`config.mk`:
```
export PLATFORM = sky130hd
export DESIGN_NAME = smss_top
export DESIGN_NICKNAME = d
export VERILOG_FILES = /design/src/include/smss_pkg.sv /design/src/hw/smss_sticky_flag.sv /design/src/hw/smss_blank_timer.sv /design/src/hw/smss_top.sv
export VERILOG_INCLUDE_DIRS = /design/src /design/src/include
export SDC_FILE = /design/constraint.sdc
export NUM_CORES = 1
export LEC_CHECK = 0
export BUFFER_PORTS_ARGS = -buffer_cell sky130_fd_sc_hd__buf_2
export CAP_MARGIN = 20
export CORE_MARGIN = 2
export CORE_UTILIZATION = 35
export CTS_CLUSTER_DIAMETER = 80
export DETAILED_ROUTE_END_ITERATION = 10
export HOLD_SLACK_MARGIN = 0.03
export PLACE_DENSITY_LB_ADDON = 0.2
export SLEW_MARGIN = 20
export SYNTH_ARGS = -nofsm -noshare
export SYNTH_HDL_FRONTEND = slang
export SYNTH_SLANG_ARGS = --single-unit
```
`constraint.sdc`:
```
create_clock -name i_clk_sys -period 3.8 [get_ports i_clk_sys]
set_clock_uncertainty 0.2 [all_clocks]
set_input_delay 1.14 -clock i_clk_sys [delete_from_list [all_inputs] [get_ports i_clk_sys]]
set_output_delay 1.14 -clock i_clk_sys [all_outputs]
set_load 0.01 [all_outputs]
```
`src/include/smss_consts.svh`:
```
// register offsets, field positions, reset values and timing counts of the supply monitor
// Summary of operation
// analog regulator overvoltage sets sticky rail flag
// analog undervoltage resets digital, flags cause afterward
// analog regulator oscillation sets system flag b
// transceiver regulator overvoltage sets rail flag
// digital regulator overvoltage sets rail flag
// digital regulator low holds logic in reset
// digital ground open sets system flag b
// bias reference enabled only by control bit
// host waits bias settle before input measurements
// bias reference over/undervoltage set rail flags
// bias reference oscillation sets system flag b
// always-on overvoltage flags; undervoltage forces power-on reset
// transceiver supply undervoltage sets rail flag
// transceiver ground open sets system flag b
// io supply undervoltage sets system flag c
// host never toggles io supply in shutdown
// host first broadcasts zero to error test register
// host enables address writes, then assigns addresses
// host sets base, stack and top bits
// host dummy reads, then clears chain faults
// host waits wake settle before power commands
// fault flags stay set until host clears; code also clears the analog undervoltage cause during power-on reset
`ifndef SMSS_CONSTS_SVH
`define SMSS_CONSTS_SVH
`define SMSS_OFS_RAIL_FAULT   12'h000
`define SMSS_OFS_SYS_FAULT_A  12'h004
`define SMSS_OFS_SYS_FAULT_B  12'h008
`define SMSS_OFS_SYS_FAULT_C  12'h00C
`define SMSS_OFS_CONTROL_A    12'h010
`define SMSS_OFS_CONTROL_B    12'h014
`define SMSS_OFS_DEV_ADDR     12'h018
`define SMSS_OFS_STACK_CFG    12'h01C
`define SMSS_OFS_ERR_TEST     12'h020
`define SMSS_OFS_STATUS       12'h024
// rail fault bits
`define SMSS_RF_ANA_OV        0
`define SMSS_RF_ANA_UV_RST    1
`define SMSS_RF_XCV_REG_OV    2
`define SMSS_RF_DIG_OV        3
`define SMSS_RF_BIAS_OV       4
`define SMSS_RF_BIAS_UV       5
`define SMSS_RF_XCV_SUP_UV    6
// system fault bits
`define SMSS_SFA_AON_OV       0
`define SMSS_SFB_ANA_OSC      0
`define SMSS_SFB_BIAS_OSC     1
`define SMSS_SFB_DIG_GND_OPEN 2
`define SMSS_SFB_XCV_GND_OPEN 3
`define SMSS_SFC_IO_UV        0
// control bits
`define SMSS_CA_ADDR_WR_EN    0
`define SMSS_CB_BIAS_EN       0
`define SMSS_SC_STACK_MEMBER  0
`define SMSS_SC_TOP_STACK     1
`define SMSS_RST_VALUE        32'h0000_0000
`define SMSS_ADDR_W           6
// oscillation detection blanking after bias start
`define SMSS_BLANK_MS         10
`define SMSS_CLK_HZ           50000000
`define SMSS_BLANK_CYC        ((`SMSS_BLANK_MS * `SMSS_CLK_HZ) / 1000)
`endif

```
`src/include/smss_pkg.sv`:
```
// types shared by the supply monitor files
package smss_pkg;
  typedef struct packed {
    logic ana_ov;
    logic ana_uv;
    logic ana_osc;
    logic xcv_reg_ov;
    logic dig_ov;
    logic dig_low;
    logic dig_gnd_open;
    logic bias_ov;
    logic bias_uv;
    logic bias_osc;
    logic aon_ov;
    logic aon_uv;
    logic xcv_sup_uv;
    logic xcv_gnd_open;
    logic io_uv;
  } smss_cmp_t;

  typedef struct packed {
    logic        psel;
    logic        penable;
    logic        pwrite;
    logic [11:0] paddr;
    logic [31:0] pwdata;
  } smss_apb_req_t;

  typedef struct packed {
    logic        pready;
    logic        pslverr;
    logic [31:0] prdata;
  } smss_apb_rsp_t;

  typedef enum logic [2:0] {
    SMSS_RUN   = 3'b001,
    SMSS_DRST  = 3'b010,
    SMSS_POR   = 3'b100
  } smss_state_t;
endpackage

```
`src/hw/smss_sticky_flag.sv`:
```
// one sticky fault flag: set wins over clear
`timescale 1ns/10ps
`default_nettype none
module smss_sticky_flag (
  // clock and reset
  input  wire logic i_clk_sys,
  input  wire logic i_rst,
  // event and clear
  input  wire logic i_set,
  input  wire logic i_clr,
  // flag
  output logic      o_flag
);
  logic flag_q;
  always_ff @(posedge i_clk_sys) begin
    if (i_rst) begin
      flag_q <= 1'b0;
    end else if (i_set) begin
      flag_q <= 1'b1;
    end else if (i_clr) begin
      flag_q <= 1'b0;
    end
  end
  assign o_flag = flag_q;
endmodule
`default_nettype wire

```
`src/hw/smss_blank_timer.sv`:
```
// counts out the blanking window after a start event
`timescale 1ns/10ps
`default_nettype none
module smss_blank_timer #(
  parameter int unsigned CYCLES = 1
) (
  // clock and reset
  input  wire logic i_clk_sys,
  input  wire logic i_rst,
  // control
  input  wire logic i_run,
  // window over
  output logic      o_done
);
  localparam int W = $clog2(CYCLES + 1);
  logic [W-1:0] cnt_q;
  always_ff @(posedge i_clk_sys) begin
    if (i_rst || !i_run) begin
      cnt_q <= '0;
    end else if (cnt_q != W'(CYCLES)) begin
      cnt_q <= cnt_q + W'(1);
    end
  end
  assign o_done = i_run && (cnt_q == W'(CYCLES));
endmodule
`default_nettype wire

```
`src/hw/smss_top.sv`:
```
// supply-rail supervision, reset generation and start-up registers
`include "smss_consts.svh"
`timescale 1ns/10ps
`default_nettype none
module smss_top #(
  parameter int unsigned BLANK_CYC = `SMSS_BLANK_CYC
) (
  // clock and reset
  input  wire logic                  i_clk_sys,
  input  wire logic                  i_rst,
  // comparator levels
  input  wire smss_pkg::smss_cmp_t   i_cmp,
  // apb slave
  input  wire smss_pkg::smss_apb_req_t i_apb,
  output smss_pkg::smss_apb_rsp_t    o_apb,
  // reset and enable outputs
  output logic                       o_digital_reset,
  output logic                       o_power_on_reset,
  output logic                       o_bias_reference_enable
);
  import smss_pkg::*;

  typedef struct packed {
    smss_state_t        st;
    logic               uv_cause;
    logic               addr_wr_en;
    logic               bias_en;
    logic [`SMSS_ADDR_W-1:0] dev_addr;
    logic               stack_member;
    logic               top_stack;
    logic [7:0]         err_test;
    smss_apb_rsp_t      rsp;
    logic               drst;
    logic               por;
    logic               bias_out;
  } smss_top_t;

  smss_top_t s_q;
  smss_top_t s_d;

  localparam int NF = 12;
  logic [NF-1:0] f_set;
  logic [NF-1:0] f_clr;
  logic [NF-1:0] f_val;
  logic          osc_ok;
  logic          in_reset;
  logic          wr_acc;
  logic          rd_acc;
  logic [31:0]   rdat;
  logic [31:0]   rail_word;

  // flags run while digital logic is up; reset-kind flags are latched separately
  assign in_reset = (s_q.st != SMSS_RUN);
  assign wr_acc = i_apb.psel && i_apb.penable && i_apb.pwrite && !s_q.rsp.pready && !in_reset;
  assign rd_acc = i_apb.psel && i_apb.penable && !i_apb.pwrite && !s_q.rsp.pready && !in_reset;

  // bias oscillation and bias undervoltage detectors ignore the bias start transient
  smss_blank_timer #(
    .CYCLES (BLANK_CYC)
  ) u_blank (
    .i_clk_sys (i_clk_sys),
    .i_rst     (i_rst),
    .i_run     (s_q.bias_out),
    .o_done    (osc_ok)
  );

  always_comb begin
    f_set = '0;
    f_set[0]  = i_cmp.ana_ov;
    f_set[1]  = i_cmp.xcv_reg_ov;
    f_set[2]  = i_cmp.dig_ov;
    f_set[3]  = i_cmp.bias_ov && s_q.bias_out;
    f_set[4]  = i_cmp.bias_uv && osc_ok;
    f_set[5]  = i_cmp.xcv_sup_uv;
    f_set[6]  = i_cmp.aon_ov;
    f_set[7]  = i_cmp.ana_osc;
    f_set[8]  = i_cmp.bias_osc && osc_ok;
    f_set[9]  = i_cmp.dig_gnd_open;
    f_set[10] = i_cmp.xcv_gnd_open;
    f_set[11] = i_cmp.io_uv;
    if (in_reset) begin
      f_set = '0;
    end
  end

  // write-one-to-clear on the fault words
  always_comb begin
    f_clr = '0;
    if (wr_acc) begin
      case (i_apb.paddr)
        `SMSS_OFS_RAIL_FAULT: begin
          f_clr[0] = i_apb.pwdata[`SMSS_RF_ANA_OV];
          f_clr[1] = i_apb.pwdata[`SMSS_RF_XCV_REG_OV];
          f_clr[2] = i_apb.pwdata[`SMSS_RF_DIG_OV];
          f_clr[3] = i_apb.pwdata[`SMSS_RF_BIAS_OV];
          f_clr[4] = i_apb.pwdata[`SMSS_RF_BIAS_UV];
          f_clr[5] = i_apb.pwdata[`SMSS_RF_XCV_SUP_UV];
        end
        `SMSS_OFS_SYS_FAULT_A: begin
          f_clr[6] = i_apb.pwdata[`SMSS_SFA_AON_OV];
        end
        `SMSS_OFS_SYS_FAULT_B: begin
          f_clr[7]  = i_apb.pwdata[`SMSS_SFB_ANA_OSC];
          f_clr[8]  = i_apb.pwdata[`SMSS_SFB_BIAS_OSC];
          f_clr[9]  = i_apb.pwdata[`SMSS_SFB_DIG_GND_OPEN];
          f_clr[10] = i_apb.pwdata[`SMSS_SFB_XCV_GND_OPEN];
        end
        `SMSS_OFS_SYS_FAULT_C: begin
          f_clr[11] = i_apb.pwdata[`SMSS_SFC_IO_UV];
        end
        default: begin
          f_clr = '0;
        end
      endcase
    end
  end

  genvar g;
  generate
    for (g = 0; g < NF; g++) begin : g_flag
      smss_sticky_flag u_flag (
        .i_clk_sys (i_clk_sys),
        .i_rst     (i_rst),
        .i_set     (f_set[g]),
        .i_clr     (f_clr[g]),
        .o_flag    (f_val[g])
      );
    end
  endgenerate

  always_comb begin
    rail_word = 32'h0000_0000;
    rail_word[`SMSS_RF_ANA_OV]     = f_val[0];
    rail_word[`SMSS_RF_ANA_UV_RST] = s_q.uv_cause;
    rail_word[`SMSS_RF_XCV_REG_OV] = f_val[1];
    rail_word[`SMSS_RF_DIG_OV]     = f_val[2];
    rail_word[`SMSS_RF_BIAS_OV]    = f_val[3];
    rail_word[`SMSS_RF_BIAS_UV]    = f_val[4];
    rail_word[`SMSS_RF_XCV_SUP_UV] = f_val[5];
  end

  always_comb begin
    rdat = 32'h0000_0000;
    case (i_apb.paddr)
      `SMSS_OFS_RAIL_FAULT:  rdat = rail_word;
      `SMSS_OFS_SYS_FAULT_A: rdat[`SMSS_SFA_AON_OV] = f_val[6];
      `SMSS_OFS_SYS_FAULT_B: begin
        rdat[`SMSS_SFB_ANA_OSC]      = f_val[7];
        rdat[`SMSS_SFB_BIAS_OSC]     = f_val[8];
        rdat[`SMSS_SFB_DIG_GND_OPEN] = f_val[9];
        rdat[`SMSS_SFB_XCV_GND_OPEN] = f_val[10];
      end
      `SMSS_OFS_SYS_FAULT_C: rdat[`SMSS_SFC_IO_UV] = f_val[11];
      `SMSS_OFS_CONTROL_A:   rdat[`SMSS_CA_ADDR_WR_EN] = s_q.addr_wr_en;
      `SMSS_OFS_CONTROL_B:   rdat[`SMSS_CB_BIAS_EN] = s_q.bias_en;
      `SMSS_OFS_DEV_ADDR:    rdat[`SMSS_ADDR_W-1:0] = s_q.dev_addr;
      `SMSS_OFS_STACK_CFG: begin
        rdat[`SMSS_SC_STACK_MEMBER] = s_q.stack_member;
        rdat[`SMSS_SC_TOP_STACK]    = s_q.top_stack;
      end
      `SMSS_OFS_ERR_TEST:    rdat[7:0] = s_q.err_test;
      `SMSS_OFS_STATUS:      rdat[0] = osc_ok;
      default:               rdat = 32'h0000_0000;
    endcase
  end

  always_comb begin
    s_d = s_q;
    s_d.rsp.pready  = 1'b0;
    s_d.rsp.pslverr = 1'b0;
    // reset kinds: power-on outranks digital reset
    case (s_q.st)
      SMSS_RUN: begin
        if (i_cmp.aon_uv) begin
          s_d.st = SMSS_POR;
        end else if (i_cmp.ana_uv || i_cmp.dig_low) begin
          s_d.st = SMSS_DRST;
        end
      end
      SMSS_DRST: begin
        if (i_cmp.aon_uv) begin
          s_d.st = SMSS_POR;
        end else if (!i_cmp.ana_uv && !i_cmp.dig_low) begin
          s_d.st = SMSS_RUN;
        end
        if (i_cmp.ana_uv) begin
          s_d.uv_cause = 1'b1;
        end
      end
      SMSS_POR: begin
        if (!i_cmp.aon_uv) begin
          s_d.st = SMSS_RUN;
        end
      end
      default: s_d.st = SMSS_POR;
    endcase
    if (in_reset) begin
      // digital logic held: control state returns to defaults
      s_d.addr_wr_en   = 1'b0;
      s_d.bias_en      = 1'b0;
      s_d.dev_addr     = '0;
      s_d.stack_member = 1'b0;
      s_d.top_stack    = 1'b0;
      s_d.err_test     = 8'h00;
      s_d.rsp.prdata   = 32'h0000_0000;
      if (s_q.st == SMSS_POR) begin
        s_d.uv_cause = 1'b0;
      end
    end else if (i_apb.psel && i_apb.penable && !s_q.rsp.pready) begin
      s_d.rsp.pready = 1'b1;
      s_d.rsp.prdata = rd_acc ? rdat : 32'h0000_0000;
      if (wr_acc) begin
        case (i_apb.paddr)
          `SMSS_OFS_RAIL_FAULT: begin
            if (i_apb.pwdata[`SMSS_RF_ANA_UV_RST]) begin
              s_d.uv_cause = 1'b0;
            end
          end
          `SMSS_OFS_CONTROL_A:  s_d.addr_wr_en = i_apb.pwdata[`SMSS_CA_ADDR_WR_EN];
          `SMSS_OFS_CONTROL_B:  s_d.bias_en = i_apb.pwdata[`SMSS_CB_BIAS_EN];
          `SMSS_OFS_DEV_ADDR: begin
            // address only lands while address writes are enabled
            if (s_q.addr_wr_en) begin
              s_d.dev_addr = i_apb.pwdata[`SMSS_ADDR_W-1:0];
            end
          end
          `SMSS_OFS_STACK_CFG: begin
            s_d.stack_member = i_apb.pwdata[`SMSS_SC_STACK_MEMBER];
            s_d.top_stack    = i_apb.pwdata[`SMSS_SC_TOP_STACK];
          end
          `SMSS_OFS_ERR_TEST:   s_d.err_test = i_apb.pwdata[7:0];
          `SMSS_OFS_SYS_FAULT_A, `SMSS_OFS_SYS_FAULT_B,
          `SMSS_OFS_SYS_FAULT_C, `SMSS_OFS_STATUS: begin
            s_d.rsp.pslverr = 1'b0;
          end
          default: s_d.rsp.pslverr = 1'b1;
        endcase
      end else if (rdat == 32'h0000_0000 && i_apb.paddr > `SMSS_OFS_STATUS) begin
        s_d.rsp.pslverr = 1'b1;
      end
    end
    s_d.drst     = (s_d.st == SMSS_DRST);
    s_d.por      = (s_d.st == SMSS_POR);
    s_d.bias_out = s_d.bias_en && (s_d.st == SMSS_RUN);
  end

  always_ff @(posedge i_clk_sys) begin
    if (i_rst) begin
      s_q <= '{st: SMSS_RUN, default: '0};
    end else begin
      s_q <= s_d;
    end
  end

  assign o_apb                   = s_q.rsp;
  assign o_digital_reset         = s_q.drst;
  assign o_power_on_reset        = s_q.por;
  assign o_bias_reference_enable = s_q.bias_out;
endmodule
`default_nettype wire

```
### Word-level counts from Yosys, hierarchy flattened

Cells that the tools add are included.

| operators by class | value |
|---|---|
| order comparisons | 1 |
| reduce and logical (&&, ||, !) cells | 44 |
| equal/unequal tests | 18 |
| bitwise gates (word level) | 1 |
| add/subtract/negate cells | 1 |
| multiplexer cells | 59 |

Operators by type and width:

| kind | count |
|---|---|
| $mux 53 | 1 |
| $eq 12x5->1 const B | 4 |
| $mux 19 | 2 |
| $mux 1 | 36 |
| $logic_not 32->1 | 1 |
| $eq 12x4->1 const B | 2 |
| $eq 12x6->1 const B | 2 |
| $mux 12 | 2 |
| $reduce_bool 2->1 | 12 |
| $add 19x1->19 const B | 1 |
| $eq 19x19->1 const B | 1 |
| $ne 19x19->1 const B | 1 |
| $mux 6 | 3 |
| $mux 8 | 2 |
| $logic_and 1x1->1 | 15 |
| $mux 3 | 5 |
| $eq 12x3->1 const B | 1 |
| $gt 12x6->1 const B | 1 |
| $logic_not 12->1 | 1 |
| $pmux 1 s10 | 1 |
| $reduce_or 10->1 | 1 |
| $pmux 3 s3 | 1 |
| $reduce_and 3->1 | 3 |
| $pmux 2 s4 | 1 |
| other kinds (15) | 24 |

| word-level totals | value |
|---|---|
| input bits | 64 |
| flip-flop bits (word level) | 90 |
| output and inout port bits | 37 |
| word-level logic and storage cells | 151 |

### Logic depth before layout (Yosys ltp)

Gate-level depths: netlist of the first run.

| logic depth | value |
|---|---|
| word-level depth | 10 |
| mapped depth | 6 |
| gate-level depth less buffers | 5 |

### By module

A second synthesis of the first run with hierarchy kept.

| unflattened totals | value |
|---|---|
| cell total of the unflattened synthesis | 431 |
| area total of the unflattened synthesis | 3687.3 sq um |

By module, submodules not included:

| module | area an instance (sq um) | cells an instance | seq. area each (sq um) | instances |
|---|---|---|---|---|
| smss_top | 2288.4 | 278 | 700.7 | 1 |
| smss_blank_timer | 933.4 | 105 | 380.4 | 1 |
| smss_sticky_flag | 38.8 | 4 | 20.0 | 12 |

### Worst setup path after synthesis of the first run

OpenSTA, ideal clock, no wires.

| timing | value |
|---|---|
| kind | in2reg |
| start | input port i_apb[39] in the netlist's numbering |
| end | register g_flag[6].u_flag.flag_q |
| path buffers | 0 |
| data arrival time | 2420 ps |
| cell stages on the path | 3 |
| slack | 1062 ps |
| library setup time | 117 ps |
| data required time | 3483 ps |
| path through | or4_4 -> or4_1 -> a32o_1 |

| between the ends | value |
|---|---|
| longest elaborated chain between the ends | 4 |

Ends and longest elaborated chain:

| what | line | source |
|---|---|---|
| from (decl) | smss_top.sv:14 | `input wire smss_pkg::smss_apb_req_t i_apb,` |
| $eq 12x3->1 | smss_top.sv:90 | `case (i_apb.paddr)` |
| $mux 1 | smss_top.sv:90 |  |
| $mux 12 | smss_top.sv:89 | `if (wr_acc) begin` |
| $reduce_bool 2->1 (no line) | -- |  |
| to (signal assigned) | smss_sticky_flag.sv:17 | `flag_q <= 1'b0;` |
| to (signal assigned) | smss_sticky_flag.sv:19 | `flag_q <= 1'b1;` |
| to (signal assigned) | smss_sticky_flag.sv:21 | `flag_q <= 1'b0;` |
| to (decl) | smss_sticky_flag.sv:14 | `logic flag_q;` |

No other way between the ends.
A chain may end at the register's enable or synchronous reset.

### Final worst setup path of the first run

| timing | value |
|---|---|
| start | input port i_apb[33] in the netlist's numbering |
| end | register s_q, in the netlist o_apb[7] |

| between the ends | value |
|---|---|
| longest elaborated chain between the ends | 3 |
| elaborated cells on any way between the ends | 4 |
| classes of those cells | 1 x eq/ne; 2 x mux; 1 x reduce/logical |

Ends and longest elaborated chain:

| what | line | source |
|---|---|---|
| $eq 12x6->1 or $logic_not 12->1 (tied branches) | smss_top.sv:144 | `case (i_apb.paddr)` |
| $pmux 2 s2 * | smss_top.sv:144 |  |
| $mux 8 * | smss_top.sv:211 | `s_d.rsp.prdata = rd_acc ? rdat : 32'h0000_0000;` |
| to (signal assigned) | smss_top.sv:249 | `s_q <= '{st: SMSS_RUN, default: '0};` |
| to (signal assigned) | smss_top.sv:251 | `s_q <= s_d;` |
| to (decl) | smss_top.sv:38 | `smss_top_t s_q;` |

Mark *: on every way between the ends. The rest lies on a longest branch, timed or not.

==> qor.csv, run 1 <==
metric,value,unit
syn_area_per_cell,8.71,µm²
synth_compound_area_share,18.3,%
cts_buffers,9,
startpoint_type,input port,
syn_area,3510,µm²
fillers,1019,
synthTopCellsByArea,"dfxtp_1, buf_4, nand3_1",
yosys.area.top_type_share,37.6,%
hp-class,reg2reg,
r2r-end,o_apb[1],
tns,0,ns
antennaDiodeCount,0,
die_h,104,µm
power_leakage,1.42,nW
synth_xor_area_share,2.74,%
peakVddDrop,0.243,mV
clk_pin_slew,0.09,ns
max_slew_margin,50.9,%
critical_path_class,in2reg,
crit_path_end_kind,flop,
start_util,35.9,%
min_period_over_period,71.0,%
rsz0062_at_grt,false,
firstDrtPassIters,4,
max-cap-violations,0,
slew_viol_final,0,
final_layout_size_suffix_gt1_share,21.7,%
r2r_cells,5,
synth_edf_count,0,
power.total,0.00144,W
die_area,10800,µm²
yosysTopAreaCell,dfxtp_1,
max_clock_freq,0.370,GHz
cts_resized,0,
dp_hpwl,6.57,mm
grt_pass1_wl,15.4,mm
yosysMostFrequentCell,dfxtp_1,
wl_per_cell,15.7,µm
crit_arrival,2.79,ns
postCtsSetupBuffers,0,
drcViolationCount,0,
hold_depth,2,
ant_nets,0,
yosysUniqueCellTypes,57,
ys_seq_area_share,37.6,%
tightest_slew,0.733,ns
vias_per_cell,5.39,
wl_met1,4.03,mm
clock_path_buffers,2,
ys.flop_type,dfxtp_1,
synth_top_family_by_area,simple AND/OR/NAND/NOR gates,
synthToLayoutAreaGrowth,12.5,%
wl_met2,4.56,mm
r2r_setup_slack,1.66,ns
synthMuxAreaShare,3.03,%
first_global_vias,3112,
hold-path-endpoint,o_apb[7],
cts_sinks,66,
min_period,2.70,ns
ys_ff_latch,66,
portBuffers,52,
final_hold_viol_count,0,
cts_tree,built,
rows,36,
die_w,104,µm
antenna_found_initial,1,
highest_layer,met5,
final_core_util,40.4,%
gp_congestion,0.829,
core-area,9770,µm²
cp_max_fo,15,
ctsRootBufferMaster,clkbuf_8,
vias,3134,
syn_inst,403,
synth_simple_gate_area_share,26.6,%
clk_latency,0.35,ns
wl_met3,439,µm
drt_iter0_markers,142,
ctsHoldBuffers,0,
synth_warnings,0,
power_density,366,nW/µm²
drt_wl_total,9.14,mm
worst_ep_required_time,3.89,ns
async_flop_share,0,%
synth_fa_ha_area_share,0.713,%
cts-htree-levels,3,
grt_usage,17.6,%
synth_commonest_cells,"dfxtp_1, buf_4, nand3_1, a21oi_1",
grt_max_degree,21,
crit_start,i_apb[33],
setup_viol,0,
overflow,0,
reg2reg_from,s_q[56],
status,"finished, final reports clean",
holdCritStartpoint,o_apb[7],
ios,101,
finalNetCount,509,
[layout by cell type, fill, tap and decap left out, types with 3 or more instances in the layout]
cell	count
nor3_1	7
or4_1	4
nand2b_1	4
inv_1	8
o31ai_1	6
nor4b_1	3
mux2i_1	5
and4_1	8
a31oi_1	4
conb_1	24
nor4_1	3
xor2_1	10
and3_1	8
nor3b_1	4
buf_4	10
clkbuf_8	9
or2_2	3
and2_1	5
nand2_1	10
mux2_2	5
nor2_1	23
clkinv_4	4
buf_2	52
a21oi_1	30
o21ai_0	23
dfxtp_1	66
a32o_1	12
nand4_1	21
a311oi_1	3
nand3_1	31
[logic make-up after synthesis]
kind of cell / count (synthesis)
adder cells (fa/ha/maj): 2
AND/OR/NAND/NOR: 152
multiplexers: 10
other: 1
AO/OA/AOI/OAI: 97
flip-flops: 66
buffers and inverters: 64
XOR/XNOR: 11
[layout make-up]
| type | count | area (µm²) | area share [%] |
|---|---|---|---|
| clock buffers | 9 | 124 | 3.14 |
| multi-input cells | 296 | 1890 | 48.0 |
| flip-flops and latches | 66 | 1320 | 33.4 |
| well taps | 133 | 166 | 4.21 |
| repair buffers | 62 | 335 | 8.49 |
| clock inverters | 7 | 78.8 | 2.00 |
| inverters | 8 | 30.0 | 0.760 |
[power breakdown]
group	internal, W	total [W]	switching, W
clock	0.000308	0.000607	0.000298
sequential	0.000704	0.000713	0.00000857
combinational	0.0000458	0.000125	0.0000790
[how the worst max path moves through the flow]
stage / endpoint / cells after the start
after floorplan: g_flag[6].u_flag.o_flag / 3
after global placement: g_flag[10].u_flag.o_flag / 5
after detailed placement: g_flag[10].u_flag.o_flag / 5
after CTS: g_flag[10].u_flag.o_flag / 5
after global routing: o_apb[2] / 5
final: o_apb[7] / 6
[critical path, stage by stage]
cell     delay [ns]
buf_2          0.13
nor3_1         0.36
and4_1         0.67
buf_4          0.23
nand4_1        0.10
a21oi_1        0.16
[through the flow]
stage                     hold WS [ns]  cell area (µm²)  setup WS (ns)  std cells
after floorplan                  0.232             3600           1.06        426
after global placement           0.238             3750          0.756        565
after detailed placement         0.243             3750          0.770        565
after CTS                        0.256             3950           1.15        581
after global routing             0.259             3950          0.980        581
final                            0.252             3950           1.10        581
[sequential cells by signal, summed over array words and instances (netlist names)]
signal                   count
o_power_on_reset             1
rail_word                    1
s_q                         21
o_bias_reference_enable      1
o_apb                       10
g_flag.u_flag.o_flag        12
o_digital_reset              1
u_blank.cnt_q               19
[per-layer routing]
metal	global-route usage [%]	vias to the layer above
met1	21.1	1496
met2	31.0	78
met3	4.45	11
met5	0	-
met4	4.92	2
li1	-	1547
Note: power is estimated with default switching activity, not from simulation.
==> run 2: changes to the inputs <==
==> constraint.sdc (replaced) <==
create_clock -name i_clk_sys -period 2.5 [get_ports i_clk_sys]
set_clock_uncertainty 0.2 [all_clocks]
set_input_delay 0.75 -clock i_clk_sys [delete_from_list [all_inputs] [get_ports i_clk_sys]]
set_output_delay 0.75 -clock i_clk_sys [all_outputs]
set_load 0.01 [all_outputs]
==> run 2 against run 1 <==
Against the previous run:
- design area grew 4.5%
- register-to-register slack lost 1.2 ns
- hold slack gained 0.0055 ns
- power grew 54%
- die area is the same
- global-route usage grew 0.22 points
- sequential share of layout area shrank 1.4 points
- final cell count grew 3.6%
==> qor.csv, run 2 (synthesis gave the netlist of run 1 again) <==
metric,value,unit
cp_max_fo,3,
cts_buffers,9,
setup_viol,0,
antenna_found_initial,1,
wl_per_cell,15.7,µm
clk_pin_slew,0.09,ns
hp-class,reg2reg,
firstDrtPassIters,4,
max_clock_freq,0.468,GHz
critical_path_class,in2reg,
core-area,9770,µm²
start_util,35.9,%
area.sequential,1320,µm²
hold_depth,2,
reg2reg_from,s_q[56],
dp_hpwl,6.90,mm
rows,36,
portBuffers,52,
final_core_util,42.2,%
min_period,2.14,ns
drcViolationCount,0,
slew_viol_final,0,
holdCritStartpoint,o_apb[7],
multi_input_area,1890,µm²
crit_path_end_kind,flop,
slowest_stage,or4_4,
vias_per_cell,5.35,
clk_latency,0.35,ns
status,"finished, final reports clean",
power_density,540,nW/µm²
ios,101,
overflow,0,
postCtsSetupBuffers,0,
drt_wl_total,9.45,mm
die_w,104,µm
crit_arrival,2.22,ns
grt_max_degree,20,
peakVddDrop,0.290,mV
cpPeakStageDelay,0.55,ns
fillers,973,
critPathTopFamily,simple AND/OR/NAND/NOR gates,
r2r_cells,4,
power.total,0.00223,W
final_common_cell,dfxtp_1,
vias,3221,
die_h,104,µm
synthToLayoutAreaGrowth,17.6,%
worst_slack,0.364,ns
clock_path_buffers,2,
cp_num_buf_inv,1,
die_area,10800,µm²
final_hold_viol_count,0,
cts_tree,built,
startpoint_type,input port,
power_leakage,1.52,nW
worstPathCellList,buf_2 -> or4_4 -> nor4_1 -> a41oi_1 -> a31oi_1,
drt_iter0_markers,139,
r2r-end,o_bias_reference_enable,
ant_nets,0,
largest-register,s_q,
first_global_vias,3119,
cts_sinks,66,
final_layout_size_suffix_gt1_share,25.2,%
grt_usage,17.8,%
gp_congestion,0.855,
pre_cts_ws,-0.0105,ns
finalNetCount,530,
grt_pass1_wl,15.5,mm
antennaDiodeCount,0,
ctsRootBufferMaster,clkbuf_8,
hold-path-endpoint,o_apb[7],
min_period_over_period,85.5,%
worst_ep_required_time,2.58,ns
cts_resized,0,
r2r_setup_slack,0.49,ns
largest_reg_flops,21,
max-cap-violations,0,
rsz0062_at_grt,false,
final_cell_mix,"dfxtp_1, buf_2, nand3_1",
ctsHoldBuffers,0,
cts-htree-levels,3,
==> run 2: final cells by class <==
type                       instances  share of cell area [%]
clock buffer                       9                    3.00
clock inverter                     7                    1.82
multi-input combinational        296                    45.9
tap                              133                    4.03
timing repair buffer              83                    12.5
inverter                           8                   0.727
sequential                        66                    32.0
==> run 2: how the worst max path moves through the flow <==
stage | from | end | depth (start not counted)
5_1_grt | i_apb[39] | o_apb[0] | 5
6_report | i_apb[39] | o_apb[0] | 5
3_3_place_gp | i_apb[39] | g_flag[6].u_flag.o_flag | 4
3_5_place_dp | i_apb[39] | g_flag[6].u_flag.o_flag | 4
2_1_floorplan | i_apb[39] | g_flag[6].u_flag.o_flag | 3
4_1_cts | i_apb[39] | g_flag[6].u_flag.o_flag | 4
==> run 2: per-stage QoR <==
| step | TNS, ns | area (µm²) | cells | hold WS (ns) |
|---|---|---|---|---|
| after floorplan | 0 | 3600 | 426 | 0.232 |
| after global placement | -0.00806 | 3930 | 586 | 0.238 |
| after detailed placement | -0.0105 | 3930 | 586 | 0.249 |
| after CTS | 0 | 4130 | 602 | 0.262 |
| after global routing | 0 | 4130 | 602 | 0.277 |
| final | 0 | 4130 | 602 | 0.258 |
==> run 2: report_power, final <==
| part | internal [W] | total, W | switching, W |
|---|---|---|---|
| combinational | 0.0000849 | 0.000209 | 0.000124 |
| sequential | 0.00107 | 0.00108 | 0.0000137 |
| clock | 0.000468 | 0.000935 | 0.000468 |
| total | 0.00162 | 0.00223 | 0.000606 |
==> run 2: layer usage <==
layer / GRT usage, % / part of all wire, % / up-vias
met5: 0 / 0.15 / -
met4: 5.79 / 1.7 / 2
met3: 4.26 / 4.7 / 15
met2: 30.6 / 50 / 74
met1: 21.8 / 44 / 1547
li1: - / - / 1583
==> run 2: worst register-to-register path: stages, from the launching register on <==
cell	delay [ns]
dfxtp_1	0.40
nor3b_4	0.39
nand4_2	0.23
or4_4	0.54
a211oi_2	0.18
==> run 3: changes to the inputs <==
--- a/config.mk
+++ b/config.mk
@@ -10,6 +10,7 @@
 export CAP_MARGIN = 20
 export CORE_MARGIN = 2
 export CORE_UTILIZATION = 35
+export CTS_BUF_LIST = sky130_fd_sc_hd__clkbuf_16
 export CTS_CLUSTER_DIAMETER = 80
 export DETAILED_ROUTE_END_ITERATION = 10
 export HOLD_SLACK_MARGIN = 0.03
==> constraint.sdc (replaced) <==
create_clock -name i_clk_sys -period 2.4 [get_ports i_clk_sys]
set_clock_uncertainty 0.2 [all_clocks]
set_input_delay 0.72 -clock i_clk_sys [delete_from_list [all_inputs] [get_ports i_clk_sys]]
set_output_delay 0.72 -clock i_clk_sys [all_outputs]
set_load 0.01 [all_outputs]
==> run 3 against run 2 <==
Against the previous run:
- core utilization is 1.8 points higher
- sequential cell count unchanged
- critical path depth is 1 lower
- first-iteration DRC count down 2.2%
- final cell count rose by 1.0%
- clock power increased by 55%
- critical endpoint is now g_flag[6].u_flag.o_flag
==> qor.csv, run 3 (synthesis gave the netlist of run 1 again) <==
metric,value,unit
status,"finished, final reports clean",
peakVddDrop,0.362,mV
die_area,10800,µm²
fin_area,4300,µm²
clk_pin_slew,0.06,ns
critPathTopFamily,simple AND/OR/NAND/NOR gates,
worstPathCellList,buf_2 -> or4_4 -> or4_1 -> a32o_1,
grt_max_degree,20,
cts_sinks,66,
ctsHoldBuffers,0,
slowest_stage,or4_4,
slew_viol_final,0,
holdCritStartpoint,o_apb[7],
cts_tree,built,
final_core_util,44.0,%
grt_pass1_wl,15.4,mm
firstDrtPassIters,4,
fillers,982,
vias_per_cell,5.37,
max-cap-violations,0,
die_w,104,µm
startpoint_type,input port,
stdcell_count,608,
die_h,104,µm
grt_usage,17.7,%
cp_max_fo,3,
reg2reg_from,s_q[56],
tns,0,ns
ios,101,
drt_wl_total,9.51,mm
final_hold_viol_count,0,
antenna_found_initial,1,
min_period,2.13,ns
wl_per_cell,15.6,µm
post-place-cells,592,
worst_ep_required_time,2.43,ns
gp_congestion,0.821,
clock_path_buffers,2,
vias,3264,
rsz0062_at_grt,false,
antennaDiodeCount,0,
rows,36,
final_cell_mix,"dfxtp_1, buf_2, buf_4",
postCtsSetupBuffers,0,
crit_arrival,2.16,ns
ant_nets,0,
cp_num_buf_inv,1,
setup_viol,0,
ctsRootBufferMaster,clkbuf_16,
min_period_over_period,88.9,%
final_layout_size_suffix_gt1_share,26.1,%
crit_start,i_apb[39],
portBuffers,52,
pre_cts_ws,-0.0907,ns
hp-class,reg2reg,
crit_path_end_kind,flop,
overflow,0,
cts-htree-levels,3,
worst_slack,0.266,ns
core-area,9770,µm²
largest_reg_flops,21,
first_global_vias,3074,
drt_iter0_markers,136,
drcViolationCount,0,
max_clock_freq,0.469,GHz
finalNetCount,536,
clk_latency,0.34,ns
power_leakage,1.61,nW
critical_path_class,in2reg,
cts_resized,0,
start_util,35.9,%
cts_buffers,9,
largest-register,s_q,
final_common_cell,dfxtp_1,
cpPeakStageDelay,0.55,ns
synthToLayoutAreaGrowth,22.5,%
dp_hpwl,7.14,mm
place_area,3980,µm²
power_density,650,nW/µm²
==> run 3: area by class of cell <==
type | count | area (µm²) | share of cell area [%]
clock inverter | 7 | 100 | 2.33
tap | 133 | 166 | 3.87
timing repair buffer | 89 | 563 | 13.1
multi-input combinational | 296 | 1890 | 44.1
sequential | 66 | 1320 | 30.7
clock buffer | 9 | 225 | 5.24
inverter | 8 | 30.0 | 0.698
==> run 3: worst paths after layout <==
| check | to | slack (ns) | depth (start not counted) |
|---|---|---|---|
| setup / recovery | g_flag[6].u_flag.o_flag | 0.27 | 4 |
| hold reg to reg | o_apb[7] | 0.25 | 2 |
| hold / removal | o_apb[7] | 0.25 | 2 |
| setup reg to reg | g_flag[6].u_flag.o_flag | 0.38 | 4 |
==> run 3: tightest hold or removal path, delay by kind of cell, from the launching register on <==
kind | cells | cell delay, ns
flip-flops | 1 | 0.31
AND/OR/NAND/NOR | 1 | 0.05
AO/OA/AOI/OAI | 1 | 0.05
==> run 3: metrics by stage <==
stage               hold slack, ns  total power [W]
floorplan                    0.232          0.00129
global placement             0.239          0.00137
detailed placement           0.240          0.00137
CTS                          0.249          0.00281
global route                 0.295          0.00289
finish                       0.246          0.00280
==> run 3: power breakdown <==
group	switching (W)	total (W)	leakage (nW)	internal, W
logic	0.000130	0.000220	0.918	0.0000904
clock network	0.000529	0.00145	0.160	0.000918
registers	0.0000136	0.00113	0.534	0.00112
total	0.000672	0.00280	1.61	0.00212
==> run 3: per-layer routing <==
layer,vias up,share of wire [%],global-route usage [%]
met5,-,0.12,0
met4,2,0.40,3.47
met3,6,5.4,4.57
met2,76,50,30.6
met1,1583,44,22.2
li1,1597,-,-
